`config.mk`:
```
export PLATFORM = sky130hd
export DESIGN_NAME = lsw_serial_port
export DESIGN_NICKNAME = d
export VERILOG_FILES = /design/src/lsw_serial_port.v
export VERILOG_INCLUDE_DIRS = /design/src
export SDC_FILE = /design/constraint.sdc
export NUM_CORES = 1
export LEC_CHECK = 0
export BUFFER_PORTS_ARGS = -buffer_cell sky130_fd_sc_hd__buf_2
export CORE_ASPECT_RATIO = 1.1
export CORE_UTILIZATION = 62
export CTS_BUF_LIST = sky130_fd_sc_hd__clkbuf_8 sky130_fd_sc_hd__clkbuf_16
export DETAILED_ROUTE_END_ITERATION = 8
export PLACE_DENSITY = 0.79
export REMOVE_ABC_BUFFERS = 1
export SLEW_MARGIN = 10
export SYNTH_ARGS = -nofsm -noshare
export SYNTH_HDL_FRONTEND = slang
export SYNTH_SLANG_ARGS = --single-unit
```
`constraint.sdc`:
```
create_clock -name mclk_in -period 2.9 [get_ports mclk_in]
set_input_delay 0.58 -clock mclk_in [delete_from_list [all_inputs] [get_ports mclk_in]]
set_output_delay 0.58 -clock mclk_in [all_outputs]
set_load 0.01 [all_outputs]
```
`src/lsw_defines.vh`:
```
// Constants for the lamp switch serial control port: frame layout,
// register addresses, field positions, reset values and timing counts.
// Assumes a single 50 MHz system clock; included by lsw_serial_port.v.
`ifndef LSW_DEFINES_VH
`define LSW_DEFINES_VH

// Frame layout: address in the top five bits, data below
`define LSW_FRAME_BITS   16
`define LSW_ADDR_HI      15
`define LSW_ADDR_LO      11
`define LSW_DATA_HI      10

// Register addresses
`define LSW_ADDR_CTRL    5'h00
`define LSW_ADDR_DUTY0   5'h01
`define LSW_ADDR_DUTY1   5'h02
`define LSW_ADDR_FCLR    5'h03

// Control register fields
`define LSW_CTRL_ON0     0
`define LSW_CTRL_ON1     1
`define LSW_CTRL_PWM_EN  2
`define LSW_CTRL_CLK_SEL 3
`define LSW_CTRL_DIS0    4
`define LSW_CTRL_DIS1    5
`define LSW_CTRL_RESET   6'h00
`define LSW_DUTY_RESET   7'h00

// Timing: figures in their own units, cycle counts derived from the clock
`define LSW_CLK_MHZ      50
`define LSW_WDT_MS       310
`define LSW_CLKFAIL_US   1000
`define LSW_INT_PWM_HZ   15360
`define LSW_PWM_DIV      128
`define LSW_WDT_CYC      (`LSW_WDT_MS * 1000 * `LSW_CLK_MHZ)
`define LSW_CLKFAIL_CYC  (`LSW_CLKFAIL_US * `LSW_CLK_MHZ)
`define LSW_INT_DIV_CYC  ((`LSW_CLK_MHZ * 1000000) / `LSW_INT_PWM_HZ)

`endif

```
`src/lsw_serial_port.v`:
```
// Serial control port and pin-level control of a dual high-side lamp switch.
// Assumes all pins are already synchronous to mclk_in and that the serial
// clock stays well below a quarter of mclk_in so every edge is seen.
//
// Operation
// - Serial input is sampled on each serial clock falling edge while selected.
// - Frames are sixteen bits, most significant bit first, both directions.
// - A five-bit address field in each frame picks the target register.
// - Select rising copies the received frame into the addressed register.
// - Select falling loads output status into the transmit shift register.
// - Serial output is driven only while select is low, else released.
// - Serial clock and input are ignored while select is high.
// - Serial output changes on each rising serial clock edge after the first.
// - Reset pin low clears configuration and faults and forces sleep.
// - Watchdog starts when the reset pin rises.
// - Only reset pin high clears sleep; direct input, wake or PWM clock activity also let the outputs switch.
// - Direct inputs switch their outputs with PWM off and disable bit clear, or in fail-safe; input 0 carries external PWM clock.
// - PWM period is the PWM clock divided by 128.
// - Clock-failure detection only runs with PWM enabled and external clock.
// - Open-drain fault flag pulls low on any fault; causes go in status.
// - Loss of serial interface supply enters fail-safe mode.
// - Watchdog times out 310 ms after reset rising with fail-safe input open.
`include "lsw_defines.vh"
`timescale 1ns/1ns
`default_nettype none

module lsw_serial_port #(
    parameter integer WDT_CYC     = `LSW_WDT_CYC,
    parameter integer CLKFAIL_CYC = `LSW_CLKFAIL_CYC,
    parameter integer INT_DIV_CYC = `LSW_INT_DIV_CYC
) (
    input  wire        mclk_in,
    input  wire        rst_in,
    input  wire        select_n_in,
    input  wire        sclk_in,
    input  wire        si_in,
    output wire        so_out,
    output wire        so_oe_out,
    input  wire        reset_n_in,
    input  wire        wake_in,
    input  wire        direct_input_0_in,
    input  wire        direct_input_1_in,
    input  wire        failsafe_config_in,
    input  wire        vdd_fail_in,
    input  wire [1:0]  fault_in,
    output reg         switch_output_0_out,
    output reg         switch_output_1_out,
    output wire        fault_flag_n_out,
    output wire        fault_flag_n_oe_out,
    output reg         sleep_out,
    output reg         failsafe_out
);

    ////////////////////////////////////////////////////////////////////////
    // Declarations
    reg        sel_n_r;
    reg        sclk_r;
    reg        in0_r;
    reg        rstpin_r;
    reg [15:0] rx_r;
    reg [15:0] tx_r;
    reg [4:0]  bits_r;
    reg [5:0]  ctrl_r;
    reg [6:0]  duty0_r;
    reg [6:0]  duty1_r;
    reg [1:0]  fault_r;
    reg        clk_fail_r;
    reg [31:0] wdt_cnt_r;
    reg        wdt_run_r;
    reg        wdt_to_r;
    reg [31:0] act_cnt_r;
    reg        clock_on_r;
    reg [31:0] div_cnt_r;
    reg [6:0]  pwm_cnt_r;
    reg        hson0_nxt;
    reg        hson1_nxt;

    wire sel_fall  = sel_n_r & ~select_n_in;
    wire sel_rise  = ~sel_n_r & select_n_in;
    wire sclk_rise = ~select_n_in & ~sel_n_r & ~sclk_r & sclk_in;
    wire sclk_fall = ~select_n_in & ~sel_n_r & sclk_r & ~sclk_in;
    wire in0_edge  = in0_r & ~direct_input_0_in;
    wire ext_edge  = ~in0_r & direct_input_0_in;
    wire pwm_en    = ctrl_r[`LSW_CTRL_PWM_EN];
    wire ext_sel   = pwm_en & ~ctrl_r[`LSW_CTRL_CLK_SEL];
    wire frame_ok  = sel_rise & (bits_r == 5'd16);
    wire [4:0] frame_addr = rx_r[`LSW_ADDR_HI:`LSW_ADDR_LO];
    wire wake      = reset_n_in | wake_in | direct_input_0_in | direct_input_1_in
                     | clock_on_r;
    wire fail      = vdd_fail_in | (wdt_to_r & failsafe_config_in);
    wire int_tick  = (div_cnt_r == INT_DIV_CYC - 1);
    wire pwm_tick  = ctrl_r[`LSW_CTRL_CLK_SEL] ? int_tick : ext_edge;
    wire any_fault = |fault_r | clk_fail_r;

    // Pulse-width compare: duty n gives n+1 of 128 slots on, 127 fully on
    function pwm_on;
        input [6:0] cnt;
        input [6:0] duty;
        begin
            pwm_on = (cnt <= duty);
        end
    endfunction

    ////////////////////////////////////////////////////////////////////////
    // Pin history for edge detection
    // One stage is enough as the pins are already synchronous to mclk_in
    always @(posedge mclk_in) begin
        if (rst_in) begin
            sel_n_r  <= 1'b1;
            sclk_r   <= 1'b0;
            in0_r    <= 1'b0;
            rstpin_r <= 1'b0;
        end else begin
            sel_n_r  <= select_n_in;
            sclk_r   <= sclk_in;
            in0_r    <= direct_input_0_in;
            rstpin_r <= reset_n_in;
        end
    end

    ////////////////////////////////////////////////////////////////////////
    // Receive side: sample on falling clock, count bits, saturate at 31
    // Saturation keeps a long frame from wrapping back round to sixteen
    always @(posedge mclk_in) begin
        if (rst_in) begin
            rx_r   <= 16'h0000;
            bits_r <= 5'h00;
        end else if (sel_fall) begin
            bits_r <= 5'h00;
        end else if (sclk_fall) begin
            rx_r <= {rx_r[14:0], si_in};
            if (bits_r != 5'h1f) begin
                bits_r <= bits_r + 5'h01;
            end
        end
    end

    ////////////////////////////////////////////////////////////////////////
    // Transmit side: status loaded at select falling, shifted on rising clock.
    // The top bit shows from select falling and is held through the first
    // rising edge, as no falling edge has been counted yet. Each later rising
    // edge moves one bit on, so the master takes bit 15 at its first falling
    // edge and bit 0 at its sixteenth.
    always @(posedge mclk_in) begin
        if (rst_in) begin
            tx_r <= 16'h0000;
        end else if (sel_fall) begin
            tx_r <= {fault_r, clk_fail_r, failsafe_out, sleep_out, wdt_to_r,
                     direct_input_1_in, direct_input_0_in,
                     switch_output_1_out, switch_output_0_out, 6'h00};
        end else if (sclk_rise && bits_r != 5'h00) begin
            tx_r <= {tx_r[14:0], 1'b0};
        end
    end

    // Driver released whenever select is high
    assign so_out    = tx_r[15];
    assign so_oe_out = ~sel_n_r & ~select_n_in;

    ////////////////////////////////////////////////////////////////////////
    // Register write at select rising; short or long frames are dropped.
    // A partly shifted word would carry a stale address, so it never lands.
    // Set wins over the clear so a fault landing with the clear is kept.
    always @(posedge mclk_in) begin
        if (rst_in | ~reset_n_in) begin
            ctrl_r  <= `LSW_CTRL_RESET;
            duty0_r <= `LSW_DUTY_RESET;
            duty1_r <= `LSW_DUTY_RESET;
            fault_r <= 2'b00;
        end else begin
            if (frame_ok) begin
                if (frame_addr == `LSW_ADDR_CTRL) begin
                    ctrl_r <= rx_r[5:0];
                end else if (frame_addr == `LSW_ADDR_DUTY0) begin
                    duty0_r <= rx_r[6:0];
                end else if (frame_addr == `LSW_ADDR_DUTY1) begin
                    duty1_r <= rx_r[6:0];
                end
            end
            if (frame_ok && frame_addr == `LSW_ADDR_FCLR) begin
                fault_r <= (fault_r & ~rx_r[1:0]) | fault_in;
            end else begin
                fault_r <= fault_r | fault_in;
            end
        end
    end

    ////////////////////////////////////////////////////////////////////////
    // Watchdog: armed by reset pin rising, refreshed by every good frame
    // The timeout flag is sticky until the reset pin goes low, so a master
    // that stops framing leaves the outputs to the direct inputs for good when the fail-safe input is set.
    always @(posedge mclk_in) begin
        if (rst_in | ~reset_n_in) begin
            wdt_cnt_r <= 32'h0000_0000;
            wdt_run_r <= 1'b0;
            wdt_to_r  <= 1'b0;
        end else if (~rstpin_r | frame_ok) begin
            wdt_cnt_r <= 32'h0000_0000;
            wdt_run_r <= 1'b1;
        end else if (wdt_run_r) begin
            if (wdt_cnt_r == WDT_CYC - 1) begin
                wdt_to_r  <= 1'b1;
                wdt_run_r <= 1'b0;
            end else begin
                wdt_cnt_r <= wdt_cnt_r + 32'h0000_0001;
            end
        end
    end

    ////////////////////////////////////////////////////////////////////////
    // PWM clock activity and clock-failure detection on direct input 0.
    // Activity holds for one low-frequency period after each edge.
    // Either edge counts, so a clock stuck at either level still wakes once.
    always @(posedge mclk_in) begin
        if (rst_in) begin
            act_cnt_r  <= 32'h0000_0000;
            clock_on_r <= 1'b0;
            clk_fail_r <= 1'b0;
        end else begin
            if (in0_edge | ext_edge) begin
                act_cnt_r  <= 32'h0000_0000;
                clock_on_r <= 1'b1;
            end else if (act_cnt_r == CLKFAIL_CYC - 1) begin
                clock_on_r <= 1'b0;
            end else begin
                act_cnt_r <= act_cnt_r + 32'h0000_0001;
            end
            if (~reset_n_in | ~ext_sel) begin
                clk_fail_r <= 1'b0;
            end else if (act_cnt_r == CLKFAIL_CYC - 1) begin
                clk_fail_r <= 1'b1;
            end
        end
    end

    ////////////////////////////////////////////////////////////////////////
    // PWM counter: one step per PWM clock, wraps every 128 steps
    // The internal divider runs free so its rate is fixed whichever
    // clock source a frame selects.
    always @(posedge mclk_in) begin
        if (rst_in) begin
            div_cnt_r <= 32'h0000_0000;
            pwm_cnt_r <= 7'h00;
        end else begin
            div_cnt_r <= int_tick ? 32'h0000_0000 : div_cnt_r + 32'h0000_0001;
            if (pwm_tick) begin
                pwm_cnt_r <= pwm_cnt_r + 7'h01;
            end
        end
    end

    ////////////////////////////////////////////////////////////////////////
    // Output decision: fail-safe follows inputs, otherwise direct or PWM
    // Fail-safe is tested first so a dead master cannot keep lamps dark
    always @* begin
        if (fail) begin
            hson0_nxt = direct_input_0_in;
            hson1_nxt = direct_input_1_in;
        end else if (pwm_en) begin
            hson0_nxt = ctrl_r[`LSW_CTRL_ON0] & pwm_on(pwm_cnt_r, duty0_r);
            hson1_nxt = ctrl_r[`LSW_CTRL_ON1] & pwm_on(pwm_cnt_r, duty1_r);
        end else begin
            hson0_nxt = (direct_input_0_in & ~ctrl_r[`LSW_CTRL_DIS0])
                        | ctrl_r[`LSW_CTRL_ON0];
            hson1_nxt = (direct_input_1_in & ~ctrl_r[`LSW_CTRL_DIS1])
                        | ctrl_r[`LSW_CTRL_ON1];
        end
    end

    // Faulted outputs are forced off; loss of every wake source turns everything off
    always @(posedge mclk_in) begin
        if (rst_in) begin
            switch_output_0_out <= 1'b0;
            switch_output_1_out <= 1'b0;
            sleep_out           <= 1'b1;
            failsafe_out        <= 1'b0;
        end else begin
            sleep_out           <= ~wake | ~reset_n_in;
            failsafe_out        <= wake & fail;
            switch_output_0_out <= wake & hson0_nxt & ~fault_r[0];
            switch_output_1_out <= wake & hson1_nxt & ~fault_r[1];
        end
    end

    // Open-drain flag: only ever pulls low
    // The pad needs an outside pull-up; it reads high while released
    assign fault_flag_n_out    = 1'b0;
    assign fault_flag_n_oe_out = any_fault;

endmodule

`default_nettype wire

```
==> impl_metrics.env <==
export IMPL_cts_tree="done"
export IMPL_avgViaCountPerCell=5.89
export IMPL_cp_cell_sequence="and3_1 > nand3_4 > or4b_1 > or4_1 > a21oi_1"
export IMPL_fillers=911
export IMPL_final_cell_mix="168 x dfxtp_1, 123 x nor2_1, 64 x nand2_1"
export IMPL_slew_headroom_pct=51.5
export IMPL_routabilityCongestion=0.851
export IMPL_timing_max_cap_violations=0
export IMPL_fin_skew_ns=0.00805
export IMPL_synth_seq_area_share_pct=44.0
export IMPL_drv_slew=0
export IMPL_cp_arrival_ns=2.73
export IMPL_fin_util_pct=70.5
export IMPL_diodes=0
export IMPL_cts_max_level=4
export IMPL_clock_sinks=168
export IMPL_ant_nets=0
export IMPL_post_route_min_period_ns=2.38
export IMPL_powerDensity_nw_per_um2=572
export IMPL_detail_route_first_pass_iterations=5
export IMPL_ys_ff_latch=168
export IMPL_slowest_stage="or4b_1"
export IMPL_grt_pass1_wl_um=26800
export IMPL_wl_per_cell_um=14.9
export IMPL_syn_instance_count=878
export IMPL_cts_resized=0
export IMPL_synth_top_cell_by_area="dfxtp_1"
export IMPL_dpl_hpwl_um=10800
export IMPL_syn_area_um2=7640
export IMPL_power_mw=4.85
export IMPL_syn_to_final_growth_pct=11.1
export IMPL_fp_dieW_um=108
export IMPL_finalSetupViolCount=0
export IMPL_status="finished clean"
export IMPL_ir_worst_vdd_mv=0.424
export IMPL_drtIter0Drc=346
export IMPL_path_max_fanout=9
export IMPL_layout_cells_most_common="dfxtp_1"
export IMPL_cts_setup_buffers=0
export IMPL_antenna_found_initial=0
export IMPL_synth_edff_count=0
export IMPL_grt_start_max_net_pins=33
export IMPL_cp_slowest_stage_delay_ns=0.64
export IMPL_drive_above_1_share_pct=7.74
export IMPL_die_area_um2=12800
export IMPL_rrSetupSlack_ns=0.52
export IMPL_finalSetupTns_ns=0
export IMPL_avgSynthCellArea_um2=8.70
export IMPL_hold_viol=0
export IMPL_grt_usage_pct=26.1
export IMPL_cts_path_max_buffers=2
export IMPL_clk_pin_slew_ns=0.07
export IMPL_routed_wl_um=15700
export IMPL_p_leak_nw=2.99
export IMPL_layout_nets=927
export IMPL_synth_top_area_share_pct=44.0
export IMPL_rows=42
export IMPL_grt_pass1_vias=5976
export IMPL_ys_warn_count=0
export IMPL_vias=6227
export IMPL_yosys_top_cells_area="dfxtp_1 44%, nor2_1 6.0%, xor2_1 5.5%, mux2i_1 4.3%, ha_1 3.8%"
export IMPL_critPathLaunchType="flop"
export IMPL_ys_flop_type="dfxtp_1"
export IMPL_worstMarginPinSlew_ns=0.725
export IMPL_clock_latency_ns=0.42
export IMPL_period_share_pct=82.2
export IMPL_ios=21
export IMPL_cts_buffers=17
export IMPL_grt_overflow=0
export IMPL_cp_required_ns=3.25
export IMPL_die_y_um=118
export IMPL_max_clock_freq_mhz=420
export IMPL_end_kind="flop"
export IMPL_initial_core_util_pct=63.5
export IMPL_crit_type="reg2reg"
export IMPL_synth_cell_types=55
export IMPL_holdCritPathClass="in2reg"
export IMPL_hold_buffers=0
export IMPL_rsz0062_at_grt="false"
export IMPL_drc=0
export IMPL_ys_async_sr_fraction_pct=0
export IMPL_root_buffer="clkbuf_16"
export IMPL_core_area_um2=12000
export IMPL_port_buffers=19
## through the flow
step	instances	worst slack (ns)	area, µm²	hold WS [ns]
after CTS	1058	0.549	8470	0.367
after floorplan	844	0.628	7490	0.426
final	1058	0.517	8480	0.377
after global placement	1026	0.654	7860	0.436
after global routing	1058	0.365	8480	0.385
after detailed placement	1026	0.571	7860	0.446
## kinds of logic (layout without fill, tap and decap cells)
family / count (synthesis) / count (layout) / share of synthesized area (%)
and+or+nand+nor: 405 / 405 / 27.2
DFF: 168 / 168 / 44.0
AOI/OAI and AO/OA: 109 / 109 / 8.55
xor gates and xnor gates: 76 / 76 / 8.72
buffers and inverters: 63 / 89 / 3.29
muxes: 33 / 33 / 4.33
adders and majority gates: 23 / 23 / 3.77
other: 1 / 1 / 0.0491
## area by class of cell
class	count	area (µm²)	share of cell area, %
multi-input cells	647	4040	47.6
flip-flops and latches	168	3360	39.7
clock buffers	17	425	5.02
well taps	154	193	2.27
clock inverters	15	189	2.23
repair buffers	28	163	1.92
inverters	29	109	1.28
## state kept, by name (all words and copies together) (netlist names), 2 cells and up
name and count:
act_cnt_r 32, bits_r 5, ctrl_r 6, div_cnt_r 32, duty0_r 7, duty1_r 7, fault_r 2, pwm_cnt_r 7
rx_r 16, tx_r 10, wdt_cnt_r 32
## worst paths after layout
check         startpoint       endpoint  cells after the start
max            wdt_run_r  wdt_cnt_r[31]                      5
min          fault_in[0]     fault_r[0]                      3
max reg2reg    wdt_run_r  wdt_cnt_r[31]                      5
min reg2reg     rx_r[15]       rx_r[15]                      2
## Yosys cell counts (6+ instances only)
library cell  number
a211oi_1          10
a21oi_1           48
and3_1            21
and4_1             6
clkbuf_1          27
dfxtp_1          168
ha_1              23
inv_1             29
mux2i_1           33
nand2_1           64
nand3_1           50
nand4_1           36
nor2_1           123
nor2b_1            7
nor3_1            18
nor4_1            21
o21ai_0           25
or3_1             25
xnor2_1           28
xor2_1            48
## critical path: cells and delay by family, from the launching register on
family / cells / cell delay, ns
compound gates: 1 / 0.15
simple gates: 4 / 1.62
flops: 1 / 0.53
## per-layer routing
metal	vias to the layer above	GRT usage [%]	share of wire (%)
li1	3127	-	-
met1	2956	32.5	45
met2	109	43.7	50
met3	35	5.02	3.0
met4	0	11.0	2.3
met5	-	0	0
## report_power, final
group / total (mW) / switching [mW] / leakage (nW) / internal, mW
Sequential: 2.36 / 0.0257 / 1.36 / 2.33
Combinational: 0.148 / 0.0935 / 1.34 / 0.0543
Clock: 2.34 / 0.967 / 0.296 / 1.37
(Power assumes the default switching activity.)
